===== src/hw/msrb_pkg.sv =====
// package for the module reset supervisor and boot selector
// assumes a single 100 MHz system clock; every time below is turned into cycles here
package msrb_pkg;

    // clock rate and times as printed
    localparam longint unsigned CLK_HZ = 100_000_000;
    localparam longint unsigned BOOT_WATCHDOG_TIME_MS = 1800;
    localparam longint unsigned STRETCH_TIME_MS = 53;
    localparam longint unsigned BOOT_WD_TIME_S = 32;

    // cycle counts derived from the times (all exact, so no rounding issue)
    localparam longint unsigned BOOT_WATCHDOG_CYCLES = (BOOT_WATCHDOG_TIME_MS * CLK_HZ) / 64'd1000;
    localparam longint unsigned STRETCH_CYCLES = (STRETCH_TIME_MS * CLK_HZ) / 64'd1000;
    localparam longint unsigned BOOT_WD_CYCLES = BOOT_WD_TIME_S * CLK_HZ;

    // monitored supply rails and timer width
    localparam int unsigned NUM_RAILS = 6;
    localparam int unsigned TMR_W = 32;

    // boot selection encodings
    localparam logic [1:0] BOOT_SEL_ROM = 2'h0;
    localparam logic [1:0] BOOT_SEL_NOR = 2'h2;
    localparam logic [1:0] BOOT_SEL_SERIAL = 2'h3;

    // decoded boot mode
    typedef enum logic [1:0] {
        MSRB_BOOT_NONE = 2'h0,
        MSRB_BOOT_ROM = 2'h1,
        MSRB_BOOT_NOR = 2'h2,
        MSRB_BOOT_SERIAL = 2'h3
    } msrb_boot_t;

    // boot sequencer states, gray along hold-decode-poll-session-off
    typedef enum logic [2:0] {
        MSRB_ST_HOLD = 3'h0,
        MSRB_ST_DECODE = 3'h1,
        MSRB_ST_POLL = 3'h3,
        MSRB_ST_SESSION = 3'h2,
        MSRB_ST_OFF = 3'h6,
        MSRB_ST_ROM = 3'h4,
        MSRB_ST_NOR = 3'h5
    } msrb_state_t;

    // all asynchronous pin inputs travel together through the synchroniser
    typedef struct packed {
        logic [NUM_RAILS-1:0] supply_low;
        logic manual_reset_in_n;
        logic watchdog_trigger_in;
        logic power_fail_in_n;
        logic [1:0] boot_select;
        logic uart_active;
        logic usb_active;
        logic boot_service;
    } msrb_pins_t;

    // synchroniser contents after reset: no rail low, buttons released
    localparam msrb_pins_t PINS_RST = '{
        supply_low: '0,
        manual_reset_in_n: 1'b1,
        watchdog_trigger_in: 1'b0,
        power_fail_in_n: 1'b1,
        boot_select: BOOT_SEL_NOR,
        uart_active: 1'b0,
        usb_active: 1'b0,
        boot_service: 1'b0
    };

endpackage


===== src/hw/msrb_top.sv =====
// module reset supervisor, watchdog, power-fail follower and boot mode sequencer
// assumes all pin inputs are asynchronous; one 100 MHz clock, synchronous active-low reset
//
// What this block does
// [RULE1] any supply rail flagged low forces module reset for as long as it lasts
// [RULE2] 1.8 s watchdog restarted by the trigger input resets the module on expiry
// [RULE3] power-fail output goes low while the power-fail input is below threshold
// [RULE4] manual reset input held low starts a module reset
// [RULE5] after any reset the module reset output stays low for 53 ms
// [RULE6] after reset decode boot select: 00 rom, 10 nor flash, 11 serial download
// [RULE7] serial mode polls uart and usb 32 s, then powers down if idle
// [RULE8] in a serial session the boot watchdog is serviced; 32 s stall powers down
// [RULE9] module reset combines all sources; stretch counts from last source clearing
`timescale 1ns/1ps
module msrb_top
    import msrb_pkg::*;
#(
    parameter logic [TMR_W-1:0] BOOT_WATCHDOG_CNT = TMR_W'(BOOT_WATCHDOG_CYCLES),
    parameter logic [TMR_W-1:0] STRETCH_CNT = TMR_W'(STRETCH_CYCLES),
    parameter logic [TMR_W-1:0] BOOT_WD_CNT = TMR_W'(BOOT_WD_CYCLES)
) (
    // clock and reset
    input wire logic clk_sys_i,
    input wire logic resetn_i,
    // supervisor pins
    input wire logic [msrb_pkg::NUM_RAILS-1:0] supply_low_i,
    input wire logic manual_reset_in_n_i,
    input wire logic watchdog_trigger_in_i,
    input wire logic power_fail_in_n_i,
    // boot straps and serial port activity
    input wire logic [1:0] boot_select_i,
    input wire logic uart_active_i,
    input wire logic usb_active_i,
    input wire logic boot_service_i,
    // outputs
    output logic module_reset_n_o,
    output logic power_fail_out_n_o,
    output msrb_pkg::msrb_boot_t boot_mode_o,
    output logic power_down_o
);
    import msrb_pkg::*;

    msrb_pins_t pins_raw;
    msrb_pins_t sync1_q;
    msrb_pins_t sync2_q;
    logic wdi_prev_q;
    logic service_prev_q;
    logic module_reset_n_q;
    logic power_fail_out_n_q;
    msrb_boot_t boot_mode_q;
    logic power_down_q;
    logic [1:0] strap_q;
    msrb_state_t state_q;
    msrb_state_t state_d;

    assign pins_raw = '{
        supply_low: supply_low_i,
        manual_reset_in_n: manual_reset_in_n_i,
        watchdog_trigger_in: watchdog_trigger_in_i,
        power_fail_in_n: power_fail_in_n_i,
        boot_select: boot_select_i,
        uart_active: uart_active_i,
        usb_active: usb_active_i,
        boot_service: boot_service_i
    };

    // two-flop synchroniser; only sync2_q is read by logic
    always_ff @(posedge clk_sys_i) begin
        if (!resetn_i) begin
            sync1_q <= PINS_RST;
            sync2_q <= PINS_RST;
        end else begin
            sync1_q <= pins_raw;
            sync2_q <= sync1_q;
        end
    end

    // edge history for the trigger and the boot service strobe
    always_ff @(posedge clk_sys_i) begin
        if (!resetn_i) begin
            wdi_prev_q <= 1'b0;
            service_prev_q <= 1'b0;
        end else begin
            wdi_prev_q <= sync2_q.watchdog_trigger_in;
            service_prev_q <= sync2_q.boot_service;
        end
    end

    // reset sources
    wire rail_low = |sync2_q.supply_low; // RULE1
    wire manual_rst = !sync2_q.manual_reset_in_n; // RULE4
    wire wdi_edge = sync2_q.watchdog_trigger_in != wdi_prev_q; // either edge counts as a kick
    wire boot_watchdog_expired;
    wire stretch_expired;
    wire any_src = rail_low || manual_rst || boot_watchdog_expired; // RULE9

    // supervisor watchdog; held reloaded while the module is in reset so it cannot re-fire
    msrb_timer #(.W(TMR_W)) u_boot_watchdog (
        .clk_sys_i(clk_sys_i),
        .resetn_i(resetn_i),
        .load_i(wdi_edge || boot_watchdog_expired || !module_reset_n_q), // RULE2
        .count_en_i(module_reset_n_q),
        .value_i(BOOT_WATCHDOG_CNT),
        .expired_o(boot_watchdog_expired)
    );

    // stretch timer: reloaded while any source is active, runs once all have cleared
    msrb_timer #(.W(TMR_W)) u_stretch (
        .clk_sys_i(clk_sys_i),
        .resetn_i(resetn_i),
        .load_i(any_src), // RULE9
        .count_en_i(!module_reset_n_q),
        .value_i(STRETCH_CNT),
        .expired_o(stretch_expired)
    );

    // module reset output; also low after system reset until a full stretch has run
    wire reset_n_d = any_src ? 1'b0 : (module_reset_n_q || stretch_expired); // RULE5

    always_ff @(posedge clk_sys_i) begin
        if (!resetn_i) begin
            module_reset_n_q <= 1'b0;
            power_fail_out_n_q <= 1'b1;
        end else begin
            module_reset_n_q <= reset_n_d; // RULE1
            power_fail_out_n_q <= sync2_q.power_fail_in_n; // RULE3
        end
    end

    // boot sequencer
    wire serial_act = sync2_q.uart_active || sync2_q.usb_active;
    wire service_pulse = sync2_q.boot_service && !service_prev_q;
    wire boot_wd_expired;
    wire in_serial = state_q == MSRB_ST_POLL || state_q == MSRB_ST_SESSION;
    wire enter_serial = state_q == MSRB_ST_DECODE && strap_q == BOOT_SEL_SERIAL;
    wire boot_wd_load = enter_serial || (state_q == MSRB_ST_POLL && serial_act) ||
                        (state_q == MSRB_ST_SESSION && service_pulse); // RULE8

    // one timer serves the polling window and the session watchdog
    msrb_timer #(.W(TMR_W)) u_boot_wd (
        .clk_sys_i(clk_sys_i),
        .resetn_i(resetn_i),
        .load_i(boot_wd_load),
        .count_en_i(in_serial),
        .value_i(BOOT_WD_CNT),
        .expired_o(boot_wd_expired)
    );

    // next state; a new module reset returns to hold from every state except off
    always_comb begin
        state_d = state_q;
        case (state_q)
            MSRB_ST_HOLD: begin
                if (module_reset_n_q) begin
                    state_d = MSRB_ST_DECODE;
                end
            end
            MSRB_ST_DECODE: begin
                case (strap_q) // RULE6
                    BOOT_SEL_ROM: state_d = MSRB_ST_ROM;
                    BOOT_SEL_SERIAL: state_d = MSRB_ST_POLL;
                    default: state_d = MSRB_ST_NOR;
                endcase
            end
            MSRB_ST_POLL: begin
                if (boot_wd_expired) begin
                    state_d = MSRB_ST_OFF; // RULE7
                end else if (serial_act) begin
                    state_d = MSRB_ST_SESSION;
                end
            end
            MSRB_ST_SESSION: begin
                if (boot_wd_expired) begin
                    state_d = MSRB_ST_OFF; // RULE8
                end
            end
            MSRB_ST_OFF: state_d = MSRB_ST_OFF; // only system reset leaves power down
            MSRB_ST_ROM: state_d = MSRB_ST_ROM;
            MSRB_ST_NOR: state_d = MSRB_ST_NOR;
            default: state_d = MSRB_ST_HOLD;
        endcase
        if (!module_reset_n_q && state_q != MSRB_ST_OFF) begin
            state_d = MSRB_ST_HOLD;
        end
    end

    // mode decode for the output register
    wire msrb_boot_t mode_d = (state_d == MSRB_ST_ROM) ? MSRB_BOOT_ROM :
                              (state_d == MSRB_ST_NOR) ? MSRB_BOOT_NOR :
                              (state_d == MSRB_ST_POLL || state_d == MSRB_ST_SESSION ||
                               state_d == MSRB_ST_OFF) ? MSRB_BOOT_SERIAL : MSRB_BOOT_NONE;

    // strap is caught by a clocked process on the cycle the module reset releases
    always_ff @(posedge clk_sys_i) begin
        if (!resetn_i) begin
            state_q <= MSRB_ST_HOLD;
            strap_q <= BOOT_SEL_NOR;
            boot_mode_q <= MSRB_BOOT_NONE;
            power_down_q <= 1'b0;
        end else begin
            state_q <= state_d;
            if (state_q == MSRB_ST_HOLD) begin
                strap_q <= sync2_q.boot_select; // RULE6
            end
            boot_mode_q <= mode_d;
            power_down_q <= state_d == MSRB_ST_OFF; // RULE7
        end
    end

    assign module_reset_n_o = module_reset_n_q;
    assign power_fail_out_n_o = power_fail_out_n_q;
    assign boot_mode_o = boot_mode_q;
    assign power_down_o = power_down_q;
endmodule


===== src/hw/msrb_timer.sv =====
// down-counting timer with load, count enable and registered expiry level
// assumes load and enable come from logic on the same clock
`timescale 1ns/1ps
module msrb_timer #(
    parameter int unsigned W = 32
) (
    // clock and reset
    input wire logic clk_sys_i,
    input wire logic resetn_i,
    // control
    input wire logic load_i,
    input wire logic count_en_i,
    input wire logic [W-1:0] value_i,
    // status
    output logic expired_o
);
    logic [W-1:0] cnt_q;
    logic [W-1:0] cnt_d;
    logic expired_q;

    // load wins over counting; the counter parks at zero
    assign cnt_d = load_i ? value_i :
                   (count_en_i && cnt_q != '0) ? cnt_q - W'(1) : cnt_q;

    // expiry is high while the count rests at zero, counting is enabled and no reload is pending
    // reset loads the full count: a counter parked at zero would report expiry right after release
    always_ff @(posedge clk_sys_i) begin
        if (!resetn_i) begin
            cnt_q <= value_i;
            expired_q <= 1'b0;
        end else begin
            cnt_q <= cnt_d;
            expired_q <= !load_i && count_en_i && cnt_d == '0;
        end
    end

    assign expired_o = expired_q;
endmodule


===== config.mk =====
export PLATFORM = sky130hd
export DESIGN_NAME = msrb_top
export DESIGN_NICKNAME = d
export VERILOG_FILES = /design/src/hw/msrb_pkg.sv /design/src/hw/msrb_top.sv /design/src/hw/msrb_timer.sv
export SDC_FILE = /design/constraint.sdc
export NUM_CORES = 1
export LEC_CHECK = 0
export BUFFER_PORTS_ARGS = -buffer_cell sky130_fd_sc_hd__buf_2
export CORE_AREA = 2 2 170 122
export CTS_BUF_LIST = sky130_fd_sc_hd__clkbuf_16
export CTS_CLUSTER_SIZE = 40
export DETAILED_ROUTE_END_ITERATION = 10
export DIE_AREA = 0 0 172 124
export MAX_ROUTING_LAYER = met4
export PLACE_DENSITY = 0.48
export SYNTH_ARGS = -nofsm -noshare
export SYNTH_HDL_FRONTEND = slang
export SYNTH_SLANG_ARGS = --single-unit

===== constraint.sdc =====
create_clock -name clk_sys_i -period 3.5 [get_ports clk_sys_i]
set_clock_uncertainty 0.2 [all_clocks]
set_input_delay 0.525 -clock clk_sys_i [delete_from_list [all_inputs] [get_ports clk_sys_i]]
set_output_delay 0.525 -clock clk_sys_i [all_outputs]
set_load 0.01 [all_outputs]

* Word level (Yosys, flattened, before mapping)
Cells that the tools add are included.
Cells by class: $add $sub $neg 3, eq/ne operators 14, mux-type cells 16, bitwise operators 1, reductions and logical operators 42
Operators with widths (number):
- $mux W32 | 6
- $logic_not A32 Y1 | 3
- $reduce_bool A32 Y1 | 3
- $sub A32 B1 Y32 const B | 3
- $pmux W3 S7 | 1
- $eq A3 B3 Y1 const B | 6
- $mux W3 | 5
- $logic_and A1 B1 Y1 | 14
- $eq A3 B2 Y1 const B | 4
- $logic_or A1 B1 Y1 | 11
- $logic_not A1 Y1 | 6
- $pmux W3 S2 | 1
- $reduce_or A6 Y1 | 1
- $mux W2 | 2
- $reduce_or A2 Y1 | 2
- $eq A3 B1 Y1 const B | 1
- $logic_not A3 Y1 | 1
- $ne A3 B3 Y1 const B | 1
- $eq A2 B2 Y1 const B | 1
- $logic_not A2 Y1 | 1
- $mux W1 | 1
- $ne A1 B1 Y1 | 1
- $not A1 Y1 | 1
Storage, ports and cells: flip-flop bits (word level) 139, input port bits 16, output and inout bits 5, word-level logic and storage cells 107

* Longest topological paths before layout
Gate-level depths: netlist of run 1.
depth in word-level cells 11, depth in mapped cells 12, depth with buffers taken out 10

* Cells and area by module
A second synthesis of run 1 with hierarchy kept.
Unflattened totals: cell total of the unflattened synthesis 914, area, all modules 7699.9 um2
By module, submodules not included:
- msrb_timer (u_boot_wd ...) | instances 2, cells an instance 257, area each 2090.8 um2, sequential area each 660.6 um2
- msrb_timer (u_boot_watchdog) | instances 1, cells an instance 281, area each 2190.9 um2, sequential area each 660.6 um2
- msrb_top | instances 1, cells an instance 119, area each 1327.5 um2, sequential area each 800.8 um2

* Worst setup path after synthesis of run 1
No wires, ideal clock.
kind register -> register, from register u_boot_watchdog.cnt_q[6], to register u_boot_watchdog.expired_q, in the netlist u_boot_watchdog.expired_o, setup time 0.087 ns, data arrival time 3.088 ns, data required time 3.213 ns, path slack 0.125 ns, stages on the path, launching flop included 10, buffers on the path 1, clock period less this slack 3.375 ns, cells stage by stage dfxtp_1 > or4_4 > or4b_1 > buf_2 > nor2_1 > nand4_1 > xor2_1 > nand4_1 > or4_1 > nor4b_2
Between the ends: longest elaborated chain between the ends 6, elaborated cells between the ends (all ways) 7, classes of those cells 1 x add/sub; 2 x mux; 4 x reduce/logical
Ends and longest elaborated chain:
- start, declared | RTL line msrb_timer.sv:17 | logic [W-1:0] cnt_q;
- start signal, assigned | RTL line msrb_timer.sv:29 | cnt_q <= value_i;
- start signal, assigned | RTL line msrb_timer.sv:32 | cnt_q <= cnt_d;
- branches (longest 2 deep; another with $sub A32 B1 Y32)
- $mux W32 * | RTL line msrb_timer.sv:23 | (count_en_i && cnt_q != '0) ? cnt_q - W'(1) : cnt_q;
- $mux W32 * | RTL line msrb_timer.sv:22 | assign cnt_d = load_i ? value_i :
- $logic_not A32 Y1 * | RTL line msrb_timer.sv:33 | expired_q <= !load_i && count_en_i && cnt_d == '0;
- $logic_and A1 B1 Y1 * | RTL line msrb_timer.sv:33
- end signal, assigned | RTL line msrb_timer.sv:30 | expired_q <= 1'b0;
- end signal, assigned | RTL line msrb_timer.sv:33
- end, declared | RTL line msrb_timer.sv:19 | logic expired_q;
Mark *: on every way between the ends. A chain may end at the register's enable or synchronous reset.

* Final worst setup path of run 1
from register u_stretch.cnt_q[4], to register u_stretch.expired_q, in the netlist u_stretch.expired_o
Between the ends: longest elaborated chain between the ends 6, elaborated cells between the ends (all ways) 7, classes of those cells 1 x add/sub; 2 x mux; 4 x reduce/logical
Ends and longest elaborated chain (RTL line):
- start, declared | msrb_timer.sv:17
- start signal, assigned | msrb_timer.sv:29
- start signal, assigned | msrb_timer.sv:32
- branches (longest 2 deep; another with $sub A32 B1 Y32)
- $mux W32 * | msrb_timer.sv:23
- $mux W32 * | msrb_timer.sv:22
- $logic_not A32 Y1 * | msrb_timer.sv:33
- $logic_and A1 B1 Y1 * | msrb_timer.sv:33
- end signal, assigned | msrb_timer.sv:30
- end signal, assigned | msrb_timer.sv:33
- end, declared | msrb_timer.sv:19
Marked as above.

==> run_results.csv, run 1 <==
group,metric,value,unit
timing,max_freq,300,MHz
pwr,powerDensity,452,mW/mm²
die,die_w,172,µm
route,ant_nets,0,
pwr,power,3.63,mW
timing,setup_tns,0,ns
clock_tree,cts_root_buffer,"clkbuf_16",
timing,period_share,0.952,
worst_setup_path,worstPathArrival,3.44,ns
global_routing,grt_pass1_wl,28300,µm
worst_setup_path,r2r-start,"u_stretch.cnt_q[4]",
global_routing,met2_usage,0.209,
timing,finalWorstSetupSlack,0.167,ns
worst_setup_path,crit_fanout,7,
job,max_cap_violations,0,
worst_hold_path,hp-start,"boot_select_i[1]",
global_routing,gr-usage-met1,0.283,
final_layout,mostFrequentLayoutCells,"dfxtp_1 (139), nor2_1 (95), nand2_1 (67)",
die,initial_core_util,0.345,
global_routing,antenna_found_initial,0,
route,dr.pass1.iters,6,
worst_setup_path,reg2reg_slack,0.17,ns
worst_setup_path,path_buf_inv,1,
worst_setup_path,path_class,"register to register",
synthesis,syn_inst,793,
placed_design,dp_cells,1082,
clock_tree,cts_tree,"done",
die,ios,21,
timing,final-max-slew-violation-count,0,
worst_hold_path,hold_class,"primary input to register",
outcome,status,"finished clean",
pwr,ir_worst_vdd,0.000309,V
final_layout,seqCellArea,0.00278,mm²
die,die-height,124,µm
route,wirelength,17600,µm
final_layout,drive_above_1_share,0.142,
clock_tree,clk_pin_slew,0.06,ns
placed_design,io_buffer_count,20,
timing,hold_violations,0,
synthesis,synth_seq_area_share,0.412,
final_layout,layout_commonest_cell,"dfxtp_1",
worst_setup_path,worstPathRequired,3.61,ns
route,wl_per_cell,15.7,µm
worst_setup_path,critPathMaxStageDelay,0.46,ns
synthesis,syn_avg_cell_area,8.53,µm²
timing,setup_viol,0,
synthesis,synth_warnings,0,
timing,tightest_slew,0.808,ns
final_layout,layout.nets,856,
synthesis,ys_seq_elements,139,
route,drc,0,
placed_design,place.gp.congestion,0.893,
die,core,0.0196,mm²
worst_setup_path,slowest_stage,"or4_1",
synthesis,synth_edf_count,0,
worst_setup_path,critPathLaunchType,"register",
placed_design,place_ws,0.0216,ns
route,via_per_inst,5.27,
route,vias,5891,
final_layout,diodes,0,
synthesis,syn_nets,815,
global_routing,gr-total-overflow,0,
final_layout,instances_no_fill,1117,
pwr,p_leak,2.81,nW
clock_tree,numClockSinks,139,
clock_tree,clk_latency,0.42,ns
global_routing,grt_start_max_net_pins,51,
global_routing,grt_pass1_vias,5182,
clock_tree,htreeDepth,4,
worst_setup_path,path_cells,"or3_1, or4_1, nor4b_1, buf_4, nand2_1, xor2_2, and4_1, a41oi_1, nor4b_1",
global_routing,track_usage,0.176,
worst_setup_path,critical_path.endpoint_type,"register",
timing,hold_slack,0.0962,ns
route,drt-initial-drc-count,593,
synthesis,ys.flop_type,"dfxtp_1",
final_layout,nFillCells,1977,
global_routing,grt_most_used_layer,"met1",
timing,slew_headroom,0.460,
synthesis,synth_area,0.00676,mm²
clock_tree,cts_buffers,17,
timing,rsz0062_at_grt,"false",
die,die-area,0.0213,mm²
final_layout,area_growth,18.6,%
die,rows,43,
placed_design,dp_hpwl,12900,µm
final_layout,multiInputGateArea,0.00387,mm²
worst_setup_path,crit_start,"u_stretch.cnt_q[4]",
timing,min_period,3.33,ns
global_routing,grt_util_met3,0.0429,
clock_tree,clockBufferDepth,2,
worst_setup_path,cp_top_family,"simple AND/OR/NAND/NOR gates",
synthesis,synth_cell_types,69,
worst_setup_path,cp_common_cell,"nor4b_1",
synthesis,async_flop_share,0,
## metal layers
metal | vias to the layer above | part of all wire
met2 | 183 | 0.36
met5 | - | 0
met4 | 0 | 0.0080
li1 | 2928 | -
met3 | 13 | 0.076
met1 | 2767 | 0.56
## per-stage QoR
step,utilization,instance area (µm²)
floorplan,-,6760
global placement,0.374,7330
detailed placement,0.374,7330
CTS,0.405,7920
global route,0.409,8020
finish,0.409,8020
## final timing paths
path / end / cells past startpoint
max: u_stretch.expired_o / 9
min: sync1_q[4] / 2
max reg2reg: u_stretch.expired_o / 9
min reg2reg: sync2_q[5] / 1
## Yosys cell counts (3+ instances only)
master    count  area, µm²
dfxtp_1     139       2780
nor2_1       96        360
nand2_1      68        255
xnor2_1      45        394
and2_1       36        225
nor4_1       35        219
nor3_1       34        170
clkbuf_1     32        120
xor2_1       29        254
nand3_1      26        130
a21oi_1      25        125
o21ai_0      19       95.1
or3_1        18        113
nand4_1      17        106
nand2b_1     16        100
or4_1        12       90.1
inv_1        10       37.5
nor3b_1       9       67.6
a31oi_1       8       50.1
nor4b_1       8       70.1
nor2b_1       7       43.8
and3_1        6       37.5
ha_1          6       75.1
nand4b_1      6       52.6
buf_2         5       25.0
mux2i_1       5       50.1
o31ai_1       5       37.5
a311oi_1      4       35.0
nor4bb_1      4       40.0
o41ai_1       4       35.0
or2_2         4       25.0
a211oi_1      3       22.5
and3b_1       3       26.3
o211ai_1      3       22.5
o31a_1        3       26.3
## flip-flops by register name, summed over array words and instances, names as in the netlist
register and flops:
boot_mode_o 2, module_reset_n_o 1, power_down_o 1, power_fail_out_n_o 1, service_prev_q 1, state_q 3
strap_q 2, sync1_q 14, sync2_q 14, u_boot_watchdog.cnt_q 32, u_boot_watchdog.expired_o 1, u_boot_wd.cnt_q 32
u_boot_wd.expired_o 1, u_stretch.cnt_q 32, u_stretch.expired_o 1, wdi_prev_q 1
## kinds of logic (layout without fill, tap and decap cells)
kind of cell             after synthesis  in the layout  synth area share
flip-flops                           139            139             0.412
AND/OR/NAND/NOR                      421            421             0.341
adder cells (fa/ha/maj)                6              6            0.0111
multiplexers                           6              6           0.00907
buffers and inverters                 48            102            0.0276
XOR/XNOR                              74             74            0.0959
AO/OA/AOI/OAI                         99             99             0.104
## worst reg2reg max path, cell delays in order (launching register included)
cell	delay [ns]
dfxtp_1	0.39
or3_1	0.43
or4_1	0.46
nor4b_1	0.40
buf_4	0.20
nand2_1	0.08
xor2_2	0.25
and4_1	0.30
a41oi_1	0.21
nor4b_1	0.31
## power breakdown
part	switching, mW	internal, mW
logic	0.118	0.0761
registers	0.0203	1.61
clock network	0.742	1.06
total	0.880	2.75
## cell type report
cell class              instances  share of cell area
multi-input cells             606               0.483
flip-flops and latches        139               0.347
clock buffers                  17              0.0531
repair buffers                 60              0.0499
well taps                     270              0.0421
clock inverters                15              0.0201
inverters                      10             0.00468
## timing repair
| item | CTS | global route |
|---|---|---|
| pin swaps | 0 | 3 |
| resized for setup | 2 | 13 |
| setup endpoints to repair | 2 | 3 |
| buffers inserted | 0 | 3 |
| hold buffers | 0 | 0 |
Note: power is estimated with default switching activity, not from simulation.
==> run 2: changes to the inputs <==
--- a/config.mk
+++ b/config.mk
@@ -12,7 +12,6 @@
 export DETAILED_ROUTE_END_ITERATION = 10
 export DIE_AREA = 0 0 172 124
 export MAX_ROUTING_LAYER = met4
-export PLACE_DENSITY = 0.48
 export SYNTH_ARGS = -nofsm -noshare
 export SYNTH_HDL_FRONTEND = slang
 export SYNTH_SLANG_ARGS = --single-unit
==> run 2 against run 1 <==
Power down 0.17%. Sequential share of layout area up 0.20 points. Critical path depth unchanged. Via count down 2.7%. Wire length down 7.4%. Worst setup slack worse by 0.029 ns. Flip-flop and latch count unchanged. Sequential power about the same. Non-clock buffer count down 1. Critical path type unchanged. Critical endpoint is now u_boot_watchdog.expired_o. Largest power group unchanged.
==> run_results.csv, run 2 (synthesized netlist as in run 1, its figures left out) <==
group,metric,value,unit
die,rows,43,
clock_tree,clk_pin_slew,0.07,ns
final_layout,seqCellArea,0.00278,mm²
final_layout,mostFrequentLayoutCells,"dfxtp_1 (139), nor2_1 (96), nand2_1 (68)",
die,die-area,0.0213,mm²
worst_setup_path,reg2reg_slack,0.14,ns
route,via_per_inst,5.14,
global_routing,grt_pass1_wl,26600,µm
final_layout,nFillCells,1984,
worst_setup_path,path_cells,"or4_4, or4b_4, nor2_1, buf_4, xor2_1, o31ai_1, nand4_1, or4_1, nor4b_2",
timing,tightest_slew,0.792,ns
final_layout,largestRegisters,"u_boot_watchdog.cnt_q: 32 flops, u_boot_wd.cnt_q: 32 flops, u_stretch.cnt_q: 32 flops",
timing,setup_viol,0,
worst_setup_path,r2r-start,"u_boot_watchdog.cnt_q[7]",
global_routing,antenna_found_initial,0,
worst_setup_path,crit_start,"u_boot_watchdog.cnt_q[7]",
worst_setup_path,slowest_stage,"or4b_4",
timing,hold_violations,0,
die,die-height,124,µm
timing,rsz0062_at_grt,"false",
worst_setup_path,critPathLaunchType,"register",
pwr,pwr-share-comb,0.054,
pwr,ir_worst_vdd,0.000308,V
worst_setup_path,path_buf_inv,1,
pwr,p_clk_frac,0.498,
worst_setup_path,crit_fanout,7,
worst_setup_path,cp_num_cells,9,
worst_hold_path,hp-start,"power_fail_in_n_i",
pwr,powerDensity,454,mW/mm²
final_layout,layout_commonest_cell,"dfxtp_1",
worst_setup_path,r2r_end,"u_boot_watchdog.expired_o",
final_layout,drive_above_1_share,0.135,
timing,min_period,3.36,ns
worst_setup_path,critPathCapture,"u_boot_watchdog.expired_o",
timing,setup_tns,0,ns
pwr,p_leak,2.78,nW
clock_tree,cts_root_buffer,"clkbuf_16",
pwr,power,3.62,mW
worst_setup_path,path_class,"register to register",
global_routing,gr-total-overflow,0,
pwr,power.switching,0.875,mW
global_routing,grt_start_max_net_pins,24,
global_routing,grt_pass1_vias,5056,
placed_design,io_buffer_count,20,
global_routing,track_usage,0.164,
worst_setup_path,worstPathRequired,3.64,ns
worst_hold_path,hold_class,"primary input to register",
timing,final-max-slew-violation-count,0,
pwr,p_sw_frac,0.242,
clock_tree,cts_buffers,17,
die,initial_core_util,0.345,
worst_setup_path,cp_top_family,"simple AND/OR/NAND/NOR gates",
worst_setup_path,critical_path.endpoint_type,"register",
timing,max_freq,297,MHz
timing,period_share,0.960,
clock_tree,clk_latency,0.42,ns
die,ios,21,
worst_setup_path,critPathMaxStageDelay,0.60,ns
route,drc,0,
final_layout,area_growth,17.9,%
pwr,p_seq_frac,0.449,
job,max_cap_violations,0,
route,drt-initial-drc-count,479,
route,wl_per_cell,14.6,µm
route,vias,5733,
final_layout,final_core_util,0.407,
worst_setup_path,worst_r2r_path_depth,9,
timing,slew_headroom,0.471,
clock_tree,numClockSinks,139,
final_layout,layout.nets,855,
die,die_w,172,µm
clock_tree,clockBufferDepth,2,
die,core,0.0196,mm²
outcome,status,"finished clean",
placed_design,dp_hpwl,11700,µm
route,ant_nets,0,
clock_tree,cts_tree,"done",
pwr,internal_power,2.75,mW
route,dr.pass1.iters,5,
route,wirelength,16300,µm
worst_setup_path,worstPathArrival,3.50,ns
placed_design,place.gp.congestion,0.898,
final_layout,multiInputGateArea,0.00383,mm²
final_layout,diodes,0,
clock_tree,htreeDepth,4,
## run 2: worst min-delay path by stage
stage                                    end  depth (start not counted)
after floorplan           power_fail_out_n_o                          1
after global placement            sync2_q[4]                          1
after detailed placement          sync2_q[7]                          1
after CTS                         sync1_q[5]                          2
after global routing              sync1_q[5]                          2
final                             sync1_q[5]                          2
## run 2: metal layers
layer / global-route usage / up-vias / routed length [µm]
li1: - / 2929 / -
met1: 0.249 / 2624 / 9010
met2: 0.209 / 167 / 6210
met3: 0.0400 / 13 / 956
met4: 0.0452 / 0 / 102
met5: - / - / 0
## run 2: final cells by class
type,count,area share
well taps,270,0.0424
multi-input cells,606,0.481
repair buffers,59,0.0493
clock buffers,17,0.0534
clock inverters,15,0.0204
flip-flops and latches,139,0.349
inverters,10,0.00471
## run 2: repair_timing
action | 4_1_cts | 5_1_grt
gates resized for setup | 0 | 7
endpoints found under the hold margin | 0 | 0
hold buffers | 0 | 0
endpoints found under the setup margin | 0 | 2
buffers inserted | 0 | 0
## run 2: through the flow
stage / cells / instance area [µm²] / hold slack (ns) / setup slack [ns]
3_3_place_gp: 1084 / 7340 / 0.189 / 0.147
5_1_grt: 1116 / 7970 / 0.0633 / 0.0197
2_1_floorplan: 793 / 6760 / 0.186 / 0.125
4_1_cts: 1116 / 7930 / 0.0531 / 0.0253
6_report: 1116 / 7970 / 0.0740 / 0.138
3_5_place_dp: 1084 / 7340 / 0.195 / 0.0810
## run 2: worst register-to-register path, stage by stage (launching register included)
cell and delay [ns]:
dfxtp_1 0.34, or4_4 0.58, or4b_4 0.60, nor2_1 0.22
buf_4 0.19, xor2_1 0.06, o31ai_1 0.25, nand4_1 0.11
or4_1 0.46, nor4b_2 0.26
## run 2: power by group through the flow
stage	sequential (mW)	clock (mW)	combinational, mW
global placement	1.66	0	0.188
CTS	1.62	1.85	0.189
finish	1.62	1.80	0.194
global route	1.63	1.92	0.214
detailed placement	1.66	0	0.189
floorplan	1.65	0	0.132
==> run 3: changes to the inputs <==
--- a/config.mk
+++ b/config.mk
@@ -11,7 +11,6 @@
 export CTS_CLUSTER_SIZE = 40
 export DETAILED_ROUTE_END_ITERATION = 10
 export DIE_AREA = 0 0 172 124
-export MAX_ROUTING_LAYER = met4
 export SYNTH_ARGS = -nofsm -noshare
 export SYNTH_HDL_FRONTEND = slang
 export SYNTH_SLANG_ARGS = --single-unit
==> run 3 against run 2 <==
Worst setup slack about the same. Fmax is essentially flat. Final cell count stayed put. Wire length is 0.31% lower. Critical endpoint unchanged. Register-to-register slack barely moved. Largest power group unchanged. Die area is the same.
==> run_results.csv, run 3 (synthesized netlist as in run 1, its figures left out) <==
group,metric,value,unit
outcome,status,"finished clean",
worst_setup_path,crit_fanout,7,
route,via_per_inst,5.15,
clock_tree,clockBufferDepth,2,
clock_tree,cts_hold_buf,0,
pwr,p_leak,2.78,nW
global_routing,gr-total-overflow,0,
worst_setup_path,path_class,"register to register",
worst_setup_path,r2r-start,"u_boot_watchdog.cnt_q[7]",
timing,setup_viol,0,
placed_design,io_buffer_count,20,
worst_setup_path,r2r_end,"u_boot_watchdog.expired_o",
clock_tree,cts_root_buffer,"clkbuf_16",
die,die-area,0.0213,mm²
die,die_w,172,µm
timing,hold_violations,0,
worst_setup_path,critical_path.endpoint_type,"register",
die,ios,21,
timing,min_period,3.36,ns
route,ant_nets,0,
worst_hold_path,hold_class,"primary input to register",
final_layout,largestRegisters,"u_boot_watchdog.cnt_q: 32 flops, u_boot_wd.cnt_q: 32 flops, u_stretch.cnt_q: 32 flops",
timing,final-max-slew-violation-count,0,
timing,max_freq,297,MHz
pwr,powerDensity,454,mW/mm²
clock_tree,clk_latency,0.43,ns
clock_tree,cts_tree,"done",
placed_design,place.gp.congestion,0.884,
route,wirelength,16200,µm
global_routing,grt_pass1_wl,26600,µm
global_routing,antenna_found_initial,0,
worst_setup_path,reg2reg_slack,0.14,ns
die,rows,43,
final_layout,layout.nets,855,
final_layout,mostFrequentLayoutCells,"dfxtp_1 (139), nor2_1 (96), nand2_1 (68)",
timing,setup_tns,0,ns
route,vias,5748,
final_layout,layout_commonest_cell,"dfxtp_1",
clock_tree,cts_buffers,17,
clock_tree,htreeDepth,4,
global_routing,track_usage,0.159,
final_layout,diodes,0,
die,initial_core_util,0.345,
worst_setup_path,critPathLaunchType,"register",
route,dr.pass1.iters,5,
clock_tree,clk_pin_slew,0.07,ns
route,drc,0,
global_routing,grt_pass1_vias,5054,
die,core,0.0196,mm²
final_layout,final_core_util,0.407,
pwr,ir_worst_vdd,0.000309,V
worst_setup_path,worstPathArrival,3.50,ns
final_layout,drive_above_1_share,0.135,
job,max_cap_violations,0,
placed_design,dp_hpwl,11700,µm
worst_setup_path,worstPathRequired,3.64,ns
die,die-height,124,µm
global_routing,grt_start_max_net_pins,24,
worst_setup_path,worst_r2r_path_depth,9,
final_layout,area_growth,17.9,%
worst_setup_path,crit_start,"u_boot_watchdog.cnt_q[7]",
timing,rsz0062_at_grt,"false",
route,drt-initial-drc-count,425,
route,wl_per_cell,14.5,µm
timing,tightest_slew,0.787,ns
timing,slew_headroom,0.474,
clock_tree,numClockSinks,139,
worst_setup_path,critPathCapture,"u_boot_watchdog.expired_o",
timing,period_share,0.960,
run 3: cell counts in the layout (fill, tap and decap cells not counted):
Identical to the previous run, type by type.
run 3: worst min path at each step:
stage / depth (start not counted) / slack [ns] / start / to
4_1_cts: 2 / 0.05 / power_fail_in_n_i / sync1_q[5]
6_report: 2 / 0.07 / power_fail_in_n_i / sync1_q[5]
2_1_floorplan: 1 / 0.19 / sync2_q[5] / power_fail_out_n_o
3_3_place_gp: 1 / 0.19 / sync1_q[4] / sync2_q[4]
3_5_place_dp: 1 / 0.19 / sync1_q[7] / sync2_q[7]
5_1_grt: 2 / 0.06 / power_fail_in_n_i / sync1_q[5]
run 3: power by group:
group | total [mW] | internal, mW | switching, mW
combinational | 0.194 | 0.0772 | 0.117
sequential | 1.62 | 1.61 | 0.0171
clock | 1.80 | 1.06 | 0.741
run 3: cell type report:
class                   count  area [µm²]
clock inverters            15         163
repair buffers             59         393
inverters                  10        37.5
well taps                 270         338
clock buffers              17         425
multi-input cells         606        3830
flip-flops and latches    139        2780
fillers                  1984       11600
run 3: stage by stage:
step	hold slack [ns]	power (mW)	instances	cell area, µm²	setup WS (ns)
final	0.0727	3.62	1116	7970	0.138
after global routing	0.0634	3.76	1116	7970	0.0197
after CTS	0.0531	3.66	1116	7930	0.0253
after detailed placement	0.195	1.85	1084	7340	0.0810
after global placement	0.189	1.85	1084	7340	0.147
after floorplan	0.186	1.78	793	6760	0.125
run 3: routing by layer:
layer,global-route usage,vias up,wire (µm)
li1,-,2928,-
met1,0.250,2616,8860
met2,0.209,192,6200
met3,0.0400,12,1040
met4,0.0452,0,136
met5,0,-,0
run 3: what timing repair did:
item,in CTS,in global routing
buffers inserted,0,0
setup endpoints to repair,0,2
endpoints found under the hold margin,0,0
resized for setup,0,7
run 3: worst max-delay path, cell delays in order, from the launching register on:
cell     delay [ns]
dfxtp_1        0.33
or4_4          0.59
or4b_4         0.60
nor2_1         0.22
buf_4          0.19
xor2_1         0.06
o31ai_1        0.25
nand4_1        0.11
or4_1          0.46
nor4b_2        0.26
